## src/pkg/clock_reset_pkg.sv

```systemverilog
package clock_reset_pkg;

    // ------------------------------------------------------------
    // register byte addresses (index times four)
    // ------------------------------------------------------------
    localparam logic [7:0] IDX_MAIN_CLOCK_CTRL = 8'h38;
    localparam logic [7:0] IDX_OSC_TRIM_HIGH = 8'h39;
    localparam logic [7:0] IDX_INTEGRITY = 8'h3A;
    localparam logic [7:0] IDX_PRESCALE_THRESH = 8'h3E;
    localparam logic [7:0] IDX_CLOCK_SWITCH = 8'h3F;
    localparam logic [9:0] ADDR_MAIN_CLOCK_CTRL = {IDX_MAIN_CLOCK_CTRL, 2'b00};
    localparam logic [9:0] ADDR_OSC_TRIM_HIGH = {IDX_OSC_TRIM_HIGH, 2'b00};
    localparam logic [9:0] ADDR_INTEGRITY = {IDX_INTEGRITY, 2'b00};
    localparam logic [9:0] ADDR_PRESCALE_THRESH = {IDX_PRESCALE_THRESH, 2'b00};
    localparam logic [9:0] ADDR_CLOCK_SWITCH = {IDX_CLOCK_SWITCH, 2'b00};
    // own register: slow-delay select and sequencer state
    localparam logic [9:0] ADDR_RESET_STATUS = 10'h100;

    // ------------------------------------------------------------
    // reset values
    // ------------------------------------------------------------
    localparam logic [7:0] RST_MAIN_CLOCK_CTRL = 8'h00;
    localparam logic [7:0] RST_OSC_TRIM_HIGH = 8'hFF;
    localparam logic [1:0] RST_TRIM_LOWER = 2'h0;
    localparam logic [2:0] RST_PRESCALE = 3'h0;
    localparam logic [1:0] RST_THRESHOLD = 2'h3;
    localparam logic RST_SOURCE_SELECT = 1'b1;

    // ------------------------------------------------------------
    // field positions
    // ------------------------------------------------------------
    localparam int BIT_SLOW_DIVIDE = 0;
    localparam int BIT_CLOCK_OUT = 1;
    localparam int BIT_SRC_SELECT = 0;
    localparam int BIT_FAST_READY = 2;
    localparam int BIT_SLOW_READY = 3;
    localparam int BIT_UV_FLAG = 2;
    localparam int BIT_SW_FLAG = 1;
    localparam int BIT_SW_IRQ_EN = 0;
    localparam int LSB_TRIM_LOWER = 5;
    localparam int LSB_PRESCALE = 5;

    // ------------------------------------------------------------
    // prescaler codes and divisors
    // ------------------------------------------------------------
    localparam logic [2:0] PRE_DIV2 = 3'h1;
    localparam logic [2:0] PRE_DIV4 = 3'h2;
    localparam logic [2:0] PRE_DIV8 = 3'h3;
    localparam logic [2:0] PRE_DIV16 = 3'h4;
    localparam int SLOW_DIVIDE = 32;

    // ------------------------------------------------------------
    // timing in cycles and reset vector address
    // ------------------------------------------------------------
    localparam int DELAY_FAST_CYCLES = 512;
    localparam int DELAY_SLOW_CYCLES = 256;
    localparam int FETCH_CYCLES = 2;
    localparam int SLOW_SETTLE_CYCLES = 3;
    localparam int FAST_SETTLE_CYCLES = 8;
    localparam logic [15:0] RESET_VECTOR_ADDR = 16'hFFFE;

    typedef enum logic [3:0] {
        SEQ_ACTIVE = 4'b0001,
        SEQ_DELAY = 4'b0010,
        SEQ_FETCH = 4'b0100,
        SEQ_RUN = 4'b1000
    } seq_state_t;

    typedef enum logic [3:0] {
        SW_FAST = 4'b0001,
        SW_TO_SLOW = 4'b0010,
        SW_SLOW = 4'b0100,
        SW_TO_FAST = 4'b1000
    } sw_state_t;

endpackage

```

## src/design/clock_divider.sv

```systemverilog
`timescale 1ns/1ps

// ------------------------------------------------------------
// enable-pulse divider: tick every 2^min(shiftSel, WIDTH) cycles
// ------------------------------------------------------------
module clock_divider
    import clock_reset_pkg::*;
#(
    parameter int WIDTH = 5
)
(
    // clock and reset
    input wire logic clk,
    input wire logic rst,
    // control
    input wire logic [2:0] shiftSel,
    // result
    output logic tick
);

    logic [WIDTH-1:0] count_r;
    logic [WIDTH-1:0] mask;

    always_comb
    begin
        mask = WIDTH'((32'h1 << shiftSel) - 32'h1);
    end

    always_ff @(posedge clk)
    begin
        if (rst)
            count_r <= '0;
        else
            count_r <= count_r + 1'b1;
    end

    // shiftSel zero gives a tick every cycle
    assign tick = ((count_r & mask) == mask);

endmodule

```

## src/design/clock_reset_ctrl.sv

```systemverilog
`timescale 1ns/1ps

module clock_reset_ctrl
    import clock_reset_pkg::*;
(
    // clock and reset
    input wire logic clk,
    input wire logic rst,
    // wishbone slave
    input wire logic cyc_i,
    input wire logic stb_i,
    input wire logic we_i,
    input wire logic [9:0] adr_i,
    input wire logic [3:0] sel_i,
    input wire logic [31:0] dat_i,
    output logic [31:0] dat_o,
    output logic ack_o,
    // reset sources, supply warning (unused) and clock option
    input wire logic resetPinIn,
    input wire logic underVoltage,
    input wire logic watchdogUnderflow,
    input wire logic illegalOpcode,
    input wire logic supplyWarning,
    input wire logic externalClockOption,
    // reset pin open drain
    output logic resetPinOut,
    output logic resetPinOe_n,
    // oscillator controls
    input wire logic slowOscEdge,
    input wire logic fastOscEdge,
    output logic [9:0] oscTrim,
    output logic fastOscEnable,
    output logic slowOscEnable,
    // clocks out
    output logic cpuClockTick,
    output logic clockOutEnable,
    output logic clockOutPin,
    // sequencer out
    output logic coreReset,
    output logic vectorFetch,
    output logic [15:0] vectorAddr
);

    // ------------------------------------------------------------
    // register state
    // ------------------------------------------------------------
    logic slowDivide_r;
    logic clockOut_r;
    logic [7:0] trimHigh_r;
    logic [1:0] trimLow_r;
    logic uvFlag_r;
    logic swIrqEn_r;
    logic [2:0] prescale_r;
    logic [1:0] threshold_r;
    logic srcSelect_r;
    logic slowReady_r;
    logic fastReady_r;
    logic lastReset_r;
    sw_state_t swState_r;
    seq_state_t seqState_r;
    logic [9:0] delayCnt_r;
    logic [1:0] fetchCnt_r;
    logic [3:0] settleCnt_r;
    logic [2:0] pinSync_r;
    logic [1:0] slowEdgeSync_r;
    logic [1:0] fastEdgeSync_r;
    logic [1:0] uvSync_r;
    logic [2:0] pinMask_r;
    logic slowEdgePrev_r;
    logic fastEdgePrev_r;
    logic [9:0] delayLimit;

    logic wbWrite;
    logic anySource;
    logic slowPulse;
    logic fastPulse;
    logic oscTick;
    logic slowTick;
    logic [4:0] slowCnt_r;
    logic [2:0] preShift;

    assign wbWrite = cyc_i && stb_i && we_i && sel_i[0] && ack_o;

    // ------------------------------------------------------------
    // bus answer: one wait state, ack drops next cycle
    // ------------------------------------------------------------
    always_ff @(posedge clk)
    begin
        if (rst)
            ack_o <= 1'b0;
        else
            ack_o <= cyc_i && stb_i && !ack_o;
    end

    always_ff @(posedge clk)
    begin
        if (rst)
            dat_o <= 32'h0;
        else if (cyc_i && stb_i && !ack_o)
        begin
            case (adr_i)
                ADDR_MAIN_CLOCK_CTRL:
                    dat_o <= {30'h0, clockOut_r, slowDivide_r};
                ADDR_OSC_TRIM_HIGH:
                    dat_o <= {24'h0, trimHigh_r};
                ADDR_INTEGRITY:
                    dat_o <= {25'h0, trimLow_r, 2'b00, uvFlag_r, uvSync_r[1], swIrqEn_r};
                ADDR_PRESCALE_THRESH:
                    dat_o <= {24'h0, prescale_r, 3'b000, threshold_r};
                ADDR_CLOCK_SWITCH:
                    dat_o <= {28'h0, slowReady_r, fastReady_r, 1'b0, srcSelect_r};
                ADDR_RESET_STATUS:
                    dat_o <= {27'h0, delayLimit == 10'(DELAY_SLOW_CYCLES - 1), seqState_r};
                default:
                    dat_o <= 32'h0;
            endcase
        end
    end

    // ------------------------------------------------------------
    // main clock control
    // ------------------------------------------------------------
    always_ff @(posedge clk)
    begin
        if (rst || coreReset)
        begin
            slowDivide_r <= RST_MAIN_CLOCK_CTRL[BIT_SLOW_DIVIDE];
            clockOut_r <= RST_MAIN_CLOCK_CTRL[BIT_CLOCK_OUT];
        end
        else if (wbWrite && adr_i == ADDR_MAIN_CLOCK_CTRL)
        begin
            slowDivide_r <= dat_i[BIT_SLOW_DIVIDE];
            clockOut_r <= dat_i[BIT_CLOCK_OUT];
        end
    end

    // ------------------------------------------------------------
    // trim, integrity and prescale registers
    // ------------------------------------------------------------
    always_ff @(posedge clk)
    begin
        if (rst || coreReset)
        begin
            trimHigh_r <= RST_OSC_TRIM_HIGH;
            trimLow_r <= RST_TRIM_LOWER;
            swIrqEn_r <= 1'b0;
            prescale_r <= RST_PRESCALE;
            threshold_r <= RST_THRESHOLD;
        end
        else if (wbWrite)
        begin
            if (adr_i == ADDR_OSC_TRIM_HIGH)
                trimHigh_r <= dat_i[7:0];
            if (adr_i == ADDR_INTEGRITY)
            begin
                trimLow_r <= dat_i[LSB_TRIM_LOWER +: 2];
                swIrqEn_r <= dat_i[BIT_SW_IRQ_EN];
            end
            if (adr_i == ADDR_PRESCALE_THRESH)
            begin
                prescale_r <= dat_i[LSB_PRESCALE +: 3];
                threshold_r <= dat_i[1:0];
            end
        end
    end

    // larger code means slower oscillator; analog side decodes it
    assign oscTrim = {trimHigh_r, trimLow_r};

    // undervoltage flag tracks the source of the latest reset
    always_ff @(posedge clk)
    begin
        if (rst)
            lastReset_r <= 1'b0;
        else if (uvSync_r[1])
            lastReset_r <= 1'b1;
        else if (anySource)
            lastReset_r <= 1'b0;
    end

    always_ff @(posedge clk)
    begin
        if (rst)
            uvFlag_r <= 1'b0;
        else if (seqState_r == SEQ_ACTIVE)
            uvFlag_r <= lastReset_r || uvSync_r[1];
    end

    // ------------------------------------------------------------
    // synchronisers
    // ------------------------------------------------------------
    always_ff @(posedge clk)
    begin
        if (rst)
        begin
            slowEdgeSync_r <= 2'b00;
            fastEdgeSync_r <= 2'b00;
            uvSync_r <= 2'b00;
            pinMask_r <= 3'h7;
            slowEdgePrev_r <= 1'b0;
            fastEdgePrev_r <= 1'b0;
        end
        else
        begin
            slowEdgeSync_r <= {slowEdgeSync_r[0], slowOscEdge};
            fastEdgeSync_r <= {fastEdgeSync_r[0], fastOscEdge};
            uvSync_r <= {uvSync_r[0], underVoltage};
            pinMask_r <= {pinMask_r[1:0], !resetPinOe_n};
            slowEdgePrev_r <= slowEdgeSync_r[1];
            fastEdgePrev_r <= fastEdgeSync_r[1];
        end
    end

    assign slowPulse = slowEdgeSync_r[1] && !slowEdgePrev_r;
    assign fastPulse = fastEdgeSync_r[1] && !fastEdgePrev_r;

    // reset pin low is caught with no clock; release is synchronised
    always_ff @(posedge clk or negedge resetPinIn)
    begin
        if (!resetPinIn)
            pinSync_r <= 3'b000;
        else
            pinSync_r <= {pinSync_r[1:0], 1'b1};
    end

    // ------------------------------------------------------------
    // oscillator switch handshake
    // ------------------------------------------------------------
    always_ff @(posedge clk)
    begin
        if (rst || coreReset)
        begin
            srcSelect_r <= RST_SOURCE_SELECT;
            swState_r <= SW_SLOW;
            slowReady_r <= 1'b1;
            fastReady_r <= 1'b0;
            settleCnt_r <= 4'h0;
        end
        else
        begin
            if (wbWrite && adr_i == ADDR_CLOCK_SWITCH)
                srcSelect_r <= dat_i[BIT_SRC_SELECT];
            case (swState_r)
                SW_FAST:
                    if (srcSelect_r)
                    begin
                        fastReady_r <= 1'b0;
                        settleCnt_r <= 4'h0;
                        swState_r <= SW_TO_SLOW;
                    end
                SW_TO_SLOW:
                    if (slowPulse)
                    begin
                        settleCnt_r <= settleCnt_r + 1'b1;
                        if (settleCnt_r == 4'(SLOW_SETTLE_CYCLES - 1))
                        begin
                            slowReady_r <= 1'b1;
                            swState_r <= SW_SLOW;
                        end
                    end
                SW_SLOW:
                    if (!srcSelect_r)
                    begin
                        settleCnt_r <= 4'h0;
                        swState_r <= SW_TO_FAST;
                    end
                SW_TO_FAST:
                    if (fastPulse)
                    begin
                        settleCnt_r <= settleCnt_r + 1'b1;
                        if (settleCnt_r == 4'(FAST_SETTLE_CYCLES - 1))
                        begin
                            slowReady_r <= 1'b0;
                            fastReady_r <= 1'b1;
                            swState_r <= SW_FAST;
                        end
                    end
                default:
                    swState_r <= SW_SLOW;
            endcase
        end
    end

    // old oscillator runs until the switch completes
    assign fastOscEnable = (swState_r != SW_SLOW) || externalClockOption;
    assign slowOscEnable = (swState_r != SW_FAST) || externalClockOption;

    // ------------------------------------------------------------
    // clock division
    // ------------------------------------------------------------
    always_comb
    begin
        case (prescale_r)
            PRE_DIV2: preShift = 3'h1;
            PRE_DIV4: preShift = 3'h2;
            PRE_DIV8: preShift = 3'h3;
            PRE_DIV16: preShift = 3'h4;
            default: preShift = 3'h0;
        endcase
    end

    clock_divider #(
        .WIDTH(4)
    ) u_prescale (
        .clk(clk),
        .rst(rst),
        .shiftSel(preShift),
        .tick(oscTick)
    );

    // slow mode: one cpu tick every 32 oscillator ticks
    always_ff @(posedge clk)
    begin
        if (rst)
            slowCnt_r <= 5'h0;
        else if (oscTick)
            slowCnt_r <= slowCnt_r + 1'b1;
    end

    assign slowTick = oscTick && (slowCnt_r == 5'(SLOW_DIVIDE - 1));
    assign cpuClockTick = slowDivide_r ? slowTick : oscTick;
    assign clockOutEnable = clockOut_r;
    assign clockOutPin = clockOut_r && cpuClockTick;

    // ------------------------------------------------------------
    // reset sequencer
    // ------------------------------------------------------------
    // pin reads back our own pull; ignored until its release has synchronised
    assign anySource = (!pinSync_r[2] && resetPinOe_n && pinMask_r == 3'h0)
        || uvSync_r[1] || watchdogUnderflow || illegalOpcode;
    assign delayLimit = (srcSelect_r && !externalClockOption)
        ? 10'(DELAY_SLOW_CYCLES - 1) : 10'(DELAY_FAST_CYCLES - 1);

    always_ff @(posedge clk)
    begin
        if (rst)
        begin
            seqState_r <= SEQ_ACTIVE;
            delayCnt_r <= 10'h0;
            fetchCnt_r <= 2'h0;
        end
        else if (anySource)
        begin
            seqState_r <= SEQ_ACTIVE;
            delayCnt_r <= 10'h0;
            fetchCnt_r <= 2'h0;
        end
        else
        begin
            case (seqState_r)
                SEQ_ACTIVE:
                    seqState_r <= SEQ_DELAY;
                SEQ_DELAY:
                    if (delayCnt_r == delayLimit)
                        seqState_r <= SEQ_FETCH;
                    else
                        delayCnt_r <= delayCnt_r + 1'b1;
                SEQ_FETCH:
                    if (fetchCnt_r == 2'(FETCH_CYCLES - 1))
                        seqState_r <= SEQ_RUN;
                    else
                        fetchCnt_r <= fetchCnt_r + 1'b1;
                SEQ_RUN:
                    seqState_r <= SEQ_RUN;
                default:
                    seqState_r <= SEQ_ACTIVE;
            endcase
        end
    end

    assign coreReset = (seqState_r == SEQ_ACTIVE) || (seqState_r == SEQ_DELAY);
    assign vectorFetch = (seqState_r == SEQ_FETCH);
    assign vectorAddr = RESET_VECTOR_ADDR + 16'(fetchCnt_r);

    // open drain: only ever pulls low, enable low while pulling
    assign resetPinOut = 1'b0;
    assign resetPinOe_n = !(coreReset || uvSync_r[1]);

endmodule

```

## config.mk

```make
export PLATFORM = sky130hd
export DESIGN_NAME = clock_reset_ctrl
export DESIGN_NICKNAME = d
export VERILOG_FILES = /design/src/pkg/clock_reset_pkg.sv /design/src/design/clock_divider.sv /design/src/design/clock_reset_ctrl.sv
export SDC_FILE = /design/constraint.sdc
export NUM_CORES = 1
export LEC_CHECK = 0
export BUFFER_PORTS_ARGS = -buffer_cell sky130_fd_sc_hd__buf_4
export CORE_AREA = 10 10 97 99
export CTS_BUF_LIST = sky130_fd_sc_hd__clkbuf_2
export CTS_CLUSTER_SIZE = 28
export DETAILED_ROUTE_END_ITERATION = 12
export DIE_AREA = 0 0 107 109
export GPL_TIMING_DRIVEN = 0
export PLACE_DENSITY = 0.85
export SLEW_MARGIN = 10
export SYNTH_ARGS = -nofsm -noshare
export SYNTH_HDL_FRONTEND = slang
export SYNTH_SLANG_ARGS = --single-unit
```

## constraint.sdc

```tcl
create_clock -name clk -period 3.3 [get_ports clk]
set_input_delay 0.495 -clock clk [delete_from_list [all_inputs] [get_ports clk]]
set_output_delay 0.495 -clock clk [all_outputs]
set_load 0.01 [all_outputs]
```

* Word-level counts from Yosys, hierarchy flattened *
Cells that the tools add are included.

storage, ports and cells
  register bits = 103
  bits in latches = 0
  memory bits (writable) = 0
  memory bits (read-only) = 0
  input bits = 59
  output and inout bits = 68
  word-level logic and storage cells = 149
  memories kept = 0

cells by class
  add/sub/neg operators = 7
  $mul = 0
  divide/modulo/power cells = 0
  $lt $le $gt $ge = 0
  eq/ne operators = 35
  shifts and indexed selects = 1
  muxes and demuxes = 30
  bitwise gates (word level) = 3
  reduce and logical (&&, ||, !) cells = 45

operator list
  cell                                             count
  == test 10 x 8 -> 1 bit (second input constant)  6
  two-way mux 4 bit                                12
  one-hot mux 4 bit (4 select lines)               3
  one-hot mux 8 bit (6 select lines)               1
  logical AND 1 bit                                14
  != test 2 bit (second input constant)            7
  == test 4 x 2 -> 1 bit (second input constant)   3
  == test 4 x 3 -> 1 bit (second input constant)   3
  one-hot mux 3 bit (4 select lines)               1
  AND reduction 2 bit                              6
  adder 10 x 1 -> 10 bit (second input constant)   1
  == test 10 x 9 -> 1 bit                          1
  == test 10 x 9 -> 1 bit (second input constant)  1
  two-way mux 1 bit                                10
  AND reduction 5 bit                              2
  logical OR 1 bit                                 9
  two-way mux 9 bit                                1
  adder 4 x 1 -> 4 bit (second input constant)     2
  == test 4 x 1 -> 1 bit (second input constant)   2
  == test 4 bit (second input constant)            2
  == test 3 x 2 -> 1 bit (second input constant)   2
  logical NOT 1 bit                                6
  AND reduction 6 bit                              1
  nonzero test 2 bit                               3
  20 further kinds                                 22

* Depth between registers and ports, before layout *
Gate-level depths: netlist of the first run.

  depth in word-level cells = 11
  mapped depth = 7
  mapped depth without buffers = 7

* Hierarchy *
From an unflattened synthesis of the first run, not the netlist that was laid out.

unflattened totals
  cells, all modules = 454
  area, all modules = 3940.0 µm²

by module, submodules not included
  module            times used  cells each  area each (µm²)  seq. area each (µm²)
  clock_reset_ctrl  1           431         3733.6           1516.5
  clock_divider     1           23          206.4            80.1

* Worst setup path before layout of the first run *
Ideal clock, no wire load.

  path kind = register to output
  start point = register prescale_r[2]
  end point = output clockOutPin
  arrival = 1.963 ns
  data required time = 2.805 ns
  path slack = 0.842 ns
  cell stages (with the launch flop) = 8
  path buffers = 1
  cells stage by stage = dfxtp_1 > clkbuf_1 > or3b_2 > ha_1 > o32a_1 > o211ai_2 > a21oi_1 > and2_1

on the way
  cells in the longest elaborated chain, start to end = 9
  elaborated cells on any way between the ends = 12
  classes of those cells = add/sub (1); eq/ne (5); shift (1); mux (2); bitwise (1); reduce/logical (2)

RTL lines
  element                                 RTL line                 source
  start: declaration                      clock_reset_ctrl.sv:53   logic [2:0] prescale_r;
  start signal: assignment                clock_reset_ctrl.sv:161  prescale_r <= dat_i[LSB_PRESCALE +: 3];
  == test 3 bit (tied with other cells)   clock_reset_ctrl.sv:293  case (prescale_r)
  one-hot mux 3 bit (4 select lines) (*)  clock_reset_ctrl.sv:293
  << shifter 1 x 3 -> 4 bit (*)           clock_divider.sv:26      mask = WIDTH'((32'h1 << shiftSel) - 32'h1);
  subtractor 4 x 1 -> 4 bit (*)           clock_divider.sv:26
  bitwise AND 4 bit                       clock_divider.sv:38      assign tick = ((count_r & mask) == mask);
  == test 4 bit (*)                       clock_divider.sv:38
  logical AND 1 bit                       clock_reset_ctrl.sv:320  assign slowTick = oscTick && (slowCnt_r == 5'(SLOW_DIVIDE - 1));
  two-way mux 1 bit (*)                   clock_reset_ctrl.sv:321  assign cpuClockTick = slowDivide_r ? slowTick : oscTick;
  via cpuClockTick                        clock_reset_ctrl.sv:35   output logic cpuClockTick,
  logical AND 1 bit (*)                   clock_reset_ctrl.sv:323  assign clockOutPin = clockOut_r && cpuClockTick;
  end: declaration                        clock_reset_ctrl.sv:37   output logic clockOutPin,

Mark *: on every way through the listed nets, which the timed path passes. The rest lies on a longest branch.

* Worst setup path in the final report of the first run *
  start point = register prescale_r[2]
  end point = output clockOutPin

on the way
  cells in the longest elaborated chain, start to end = 9
  elaborated cells on any way between the ends = 12
  classes of those cells = add/sub (1); eq/ne (5); shift (1); mux (2); bitwise (1); reduce/logical (2)

RTL lines
  element                                 RTL line
  == test 3 bit (tied with other cells)   clock_reset_ctrl.sv:293
  one-hot mux 3 bit (4 select lines) (*)  clock_reset_ctrl.sv:293
  << shifter 1 x 3 -> 4 bit (*)           clock_divider.sv:26
  subtractor 4 x 1 -> 4 bit (*)           clock_divider.sv:26
  bitwise AND 4 bit                       clock_divider.sv:38
  == test 4 bit (*)                       clock_divider.sv:38
  logical AND 1 bit                       clock_reset_ctrl.sv:320
  two-way mux 1 bit (*)                   clock_reset_ctrl.sv:321
  logical AND 1 bit (*)                   clock_reset_ctrl.sv:323

Every way passes the cells marked *; elsewhere a longest branch is shown, timed or not.

==> results.cfg, run 1 <==
[clocking]
postCtsSetupBuffers = 0
clock-sinks = 79
cts_tree = done
root_buffer = clkbuf_2
cts.clk_slew.worst_paths_ns = 0.20
cts_buffer_depth = 2
cts_buffers = 9
clock_latency_ns = 0.52
h-tree-depth = 3

[worst_setup_path]
worst_setup_path_start_kind = flip-flop
slowest_stage = or3b_2
cp_slowest_stage_delay_ns = 0.50
crit_type = reg2out
critical_path_required_ns = 2.80
cp_num_buf_inv = 2
rrSetupSlack_ns = 1.11
crit_fanout = 8
crit_path_end_kind = output port
crit_arrival_ns = 2.59
crit_chain = clkbuf_1, or3b_2, ha_1, xnor2_1, o211ai_4, a21oi_1, and2_1, buf_4
critical-path-top-delay-family = simple AND/OR/NAND/NOR gates

[synth]
synth_ff_type = dfxtp_1
synth_cell_type_count = 70
synth-edff-count = 0
synth_seq_cells = 79
synth_top_area_share_pct = 36.8
synth_top_cell_by_area = dfxtp_1
syn_area_um2 = 4130
syn_area_per_cell_um2 = 8.85
synthCells = 467
yosys_warnings = 0
seq_area_frac_synth_pct = 38.6
yosys-top-cells-area = dfxtp_1 37%, buf_4 7.4%, nor2_1 4.6%, mux2i_1 4.4%, a21oi_1 3.0%
async_flop_share_pct = 3.80

[global_route]
antenna_found_initial = 1
grt_pass1_wl_mm = 16.7
grt_max_degree = 17
grt_pass1_vias = 3554
grt_usage_pct = 17.3
grt-ovfl-total = 0

[die]
die-area_um2 = 11700
start_util_pct = 54.9
die_x_um = 107
dieHeight_um = 109
ios = 127
core_region_area_um2 = 7530
num_rows = 32

[power_and_ir_drop]
ir_worst_vdd_mv = 0.164
power.density_nw_per_um2 = 322
p_leak_nw = 1.94

[sta]
fin_crit_ns = 3.08
slew_headroom_pct = 53.0
maxSlewViolCount = 0
setup_viol = 0
fmax_mhz = 324
tightest_slew_ns = 0.702
finalClockSkew_ns = 0.0397
hold_viol_final = 0
grt_setup_unrepaired = false
setup_tns_ns = 0
post-route-period-util_pct = 93.4

[route]
drt_first_iter_violations = 247
postRouteAntennaNets = 0
vias_per_cell = 5.32
first_pass_iters = 5
vias = 3628
post_drt_wl_per_cell_um = 15.1
wl_mm = 10.3
drc = 0

[place]
placed_area_um2 = 4880
dp_hpwl_mm = 8.04
io_buffers = 71
gp_congestion = 0.909

[cells_and_area]
design_area_um2 = 4990
fin_nets = 641
layout_commonest_cell = buf_4
drive_above_1_share_pct = 28.3
final_cell_mix = 112 x buf_4, 76 x dfxtp_1, 51 x nor2_1, 30 x nand2_1, 26 x conb_1
area_delta_synth_final_pct = 20.8

[min_path]
min_path_type = in2reg

[run]
cap_violations = 0

[status]
status = complete, no violations
==> sequential cells by signal, summed over array words and instances, names as in the netlist, 2 cells and up <==
register,cells
dat_o,8
delayCnt_r,10
fastEdgeSync_r,2
fetchCnt_r,2
pinMask_r,3
pinSync_r,3
prescale_r,3
seqState_r,4
settleCnt_r,4
slowCnt_r,5
slowEdgeSync_r,2
swState_r,4
threshold_r,2
trimHigh_r,8
trimLow_r,2
u_prescale.count_r,4
uvSync_r,2
==> kinds of logic (layout without fill, tap and decap cells) <==
kind of cell | Yosys count | in the layout | share of synthesized area [%]
AOI/OAI and AO/OA | 80 | 80 | 13.7
muxes | 23 | 23 | 5.72
adders and majority gates | 8 | 8 | 2.42
other | 2 | 27 | 0.182
buffers and inverters | 74 | 162 | 10.9
DFF | 79 | 79 | 38.6
and+or+nand+nor | 190 | 190 | 25.5
xor gates and xnor gates | 11 | 11 | 2.97
==> metrics by stage <==
step | std cells | hold WS (ns) | total power [W] | worst slack, ns | util (%)
global route | 682 | 0.159 | 0.00168 | 0.0163 | 66.3
detailed placement | 664 | 0.290 | 0.00118 | 0.746 | 64.9
CTS | 681 | 0.164 | 0.00161 | 0.150 | 66.2
floorplan | 491 | 0.199 | 0.00112 | 0.842 | -
finish | 682 | 0.190 | 0.00161 | 0.218 | 66.3
global placement | 664 | 0.286 | 0.00118 | 0.772 | 64.9
==> final timing paths <==
path,from,to,cells after the start
setup / recovery,prescale_r[2],clockOutPin,8
hold / removal,slowOscEdge,slowEdgeSync_r[0],2
setup reg to reg,prescale_r[2],slowCnt_r[3],7
min in group asynchronous,resetPinIn,pinSync_r[0],2
max in group asynchronous,resetPinIn,pinSync_r[2],2
hold reg to reg,pinSync_r[0],pinSync_r[1],0
==> final cells by class <==
cell class / instances / area [µm²]
fill: 620 / 2530
multi-input combinational: 338 / 2190
sequential: 79 / 1600
timing repair buffer: 72 / 543
buffer: 61 / 400
tap: 102 / 128
clock buffer: 10 / 50.0
inverter: 13 / 48.8
clock inverter: 6 / 36.3
antenna: 1 / 2.50
==> cell usage after synthesis, drive strengths merged (2+ instances only) <==
master,number
a211oi,6
a21oi,25
a221oi,3
a22oi,2
a31oi,4
and2,4
and3,2
and4,3
buf,51
clkbuf,10
conb,2
dfrtp,3
dfxtp,76
ha,8
inv,13
mux2,5
mux2i,18
nand2,31
nand2b,11
nand3,20
nor2,51
nor2b,13
nor3,16
nor4,5
nor4b,6
o211ai,3
o21ai,16
o22ai,3
o31ai,8
or2,6
or3,6
or3b,2
or4,6
xnor2,6
xor2,5
==> power by group <==
part	total, W	internal, W	switching (W)
registers	0.000989	0.000976	0.0000130
clock network	0.000436	0.0000985	0.000338
logic	0.000180	0.0000853	0.0000949
==> metal layers <==
metal  up-vias  routed length, µm  GRT usage, %
met2       177               4840          28.4
met4         0                254          8.12
met5         -                  0             0
met1      1634               4190          20.6
met3        22               1050          5.07
li1       1795                  -             -
==> what timing repair did <==
action | 4_1_cts | 5_1_grt
gates resized for setup | 0 | 1
hold buffers | 1 | 0
hold endpoints to repair | 3 | 0
endpoints found under the setup margin | 0 | 1
(Power assumes the default switching activity.)
==> run 2: changes to the inputs <==
--- a/config.mk
+++ b/config.mk
@@ -15,3 +15,4 @@
 export PLACE_DENSITY = 0.85
-export SLEW_MARGIN = 10
+export SKIP_LAST_GASP = 1
+export SLEW_MARGIN = 15
 export SYNTH_ARGS = -nofsm -noshare
==> constraint.sdc (replaced) <==
create_clock -name clk -period 3.3 [get_ports clk]
set_input_delay 0 -clock clk [delete_from_list [all_inputs] [get_ports clk]]
set_output_delay 0 -clock clk [all_outputs]
set_load 0.01 [all_outputs]
==> results.cfg, run 2 (same netlist as run 1, synthesis figures left out) <==
[status]
status = complete, no violations

[worst_setup_path]
critical_path_required_ns = 3.30
worst_setup_path_start_kind = flip-flop
crit_arrival_ns = 2.63
crit_fanout = 8
ff2ff_path_depth = 7
crit_path_end_kind = output port
crit_type = reg2out

[route]
wl_mm = 10.6
first_pass_iters = 5
drt_first_iter_violations = 217
post_drt_wl_per_cell_um = 15.0
vias_per_cell = 5.28
drc = 0
postRouteAntennaNets = 0
vias = 3717

[min_path]
min_path_type = in2reg
min_path_cells = 4

[die]
num_rows = 32
core_region_area_um2 = 7530
die-area_um2 = 11700
die_x_um = 107
ios = 127
start_util_pct = 54.9
dieHeight_um = 109

[cells_and_area]
reg.largest.list = delayCnt_r x10, dat_o x8, trimHigh_r x8
fin_nets = 663
max_flop_register = delayCnt_r
largest_reg_flops = 10
finalNonFillerCells = 704
final_cell_mix = 112 x buf_4, 76 x dfxtp_1, 51 x nor2_1, 30 x nand2_1, 26 x conb_1
drive_above_1_share_pct = 27.3
design_area_um2 = 5200
area_delta_synth_final_pct = 25.9
layout_commonest_cell = buf_4

[global_route]
grt-ovfl-total = 0
use_met3_pct = 4.66
grt_util_met2_pct = 30.2
grt_max_degree = 17
antenna_found_initial = 1
met1_usage_pct = 21.1
grt_pass1_wl_mm = 17.4
grt_pass1_vias = 3694
grt.busiest_layer = met2
grt_usage_pct = 18.0

[place]
gp_congestion = 0.909
placedCellCount = 664
io_buffers = 71
placed_area_um2 = 4880
dp_hpwl_mm = 8.04

[clocking]
h-tree-depth = 3
cts_buffer_depth = 2
cts_tree = done
hold_buffers = 23
clock-sinks = 79
clock_latency_ns = 0.52
cts.clk_slew.worst_paths_ns = 0.20
postCtsSetupBuffers = 0
cts_resized = 0
cts_buffers = 9
root_buffer = clkbuf_2

[sta]
post-route-period-util_pct = 79.8
maxSlewViolCount = 0
setup_tns_ns = 0
hold_viol_final = 0
finalClockSkew_ns = 0.0380
grt_setup_unrepaired = false
slew_headroom_pct = 53.3
tightest_slew_ns = 0.697
fin_crit_ns = 2.63
fmax_mhz = 380
setup_viol = 0

[run]
cap_violations = 0

[power_and_ir_drop]
ir_worst_vdd_mv = 0.169
finalPower_w = 0.00163
p_leak_nw = 2.03
power.density_nw_per_um2 = 313
-- run 2: cell types whose count changed in the layout (fill, tap and decap cells not counted), sizes merged --
cell	before	now
dlygate4sd3	1	23
-- run 2: area by class of cell --
| type | instances | area (µm²) |
|---|---|---|
| sequential | 79 | 1600 |
| clock inverter | 6 | 36.3 |
| antenna | 1 | 2.50 |
| inverter | 13 | 48.8 |
| fill | 587 | 2320 |
| multi-input combinational | 338 | 2180 |
| buffer | 61 | 400 |
| clock buffer | 10 | 50.0 |
| timing repair buffer | 94 | 763 |
| tap | 102 | 128 |
-- run 2: metrics by stage --
step                hold WS [ns]  worst slack, ns  utilization (%)
floorplan                 -0.296             1.27                -
global placement          -0.209             1.15             64.9
detailed placement        -0.205             1.11             64.9
CTS                     0.000593            0.645             69.1
global route              0.0329            0.474             69.1
finish                    0.0252            0.667             69.1
-- run 2: final timing paths --
path	slack [ns]	end	startpoint
setup / recovery	0.67	clockOutPin	prescale_r[2]
hold / removal	0.03	dat_o[1]	adr_i[3]
setup reg to reg	1.09	slowCnt_r[3]	prescale_r[2]
hold reg to reg	0.38	pinSync_r[1]	pinSync_r[0]
max in group asynchronous	2.78	pinSync_r[2]	resetPinIn
min in group asynchronous	0.36	pinSync_r[1]	resetPinIn
-- run 2: metal layers --
metal	share of wire [%]	wire length [µm]
met5	0	0
met4	2.2	228
met3	8.9	940
met2	48	5070
met1	41	4350
-- run 2: worst max-delay path, cell delays in order (launching register included) --
cell and delay (ns):
dfxtp_1 0.35, clkbuf_1 0.16, or3b_2 0.50, ha_1 0.20, xnor2_1 0.14, o211ai_2 0.37, a21oi_1 0.10, and2_1 0.18
buf_4 0.14
-- run 2: where the power goes --
group,switching [W],internal (W)
registers,0.0000128,0.000976
clock network,0.000339,0.0000984
logic,0.0000993,0.000101
total,0.000451,0.00118
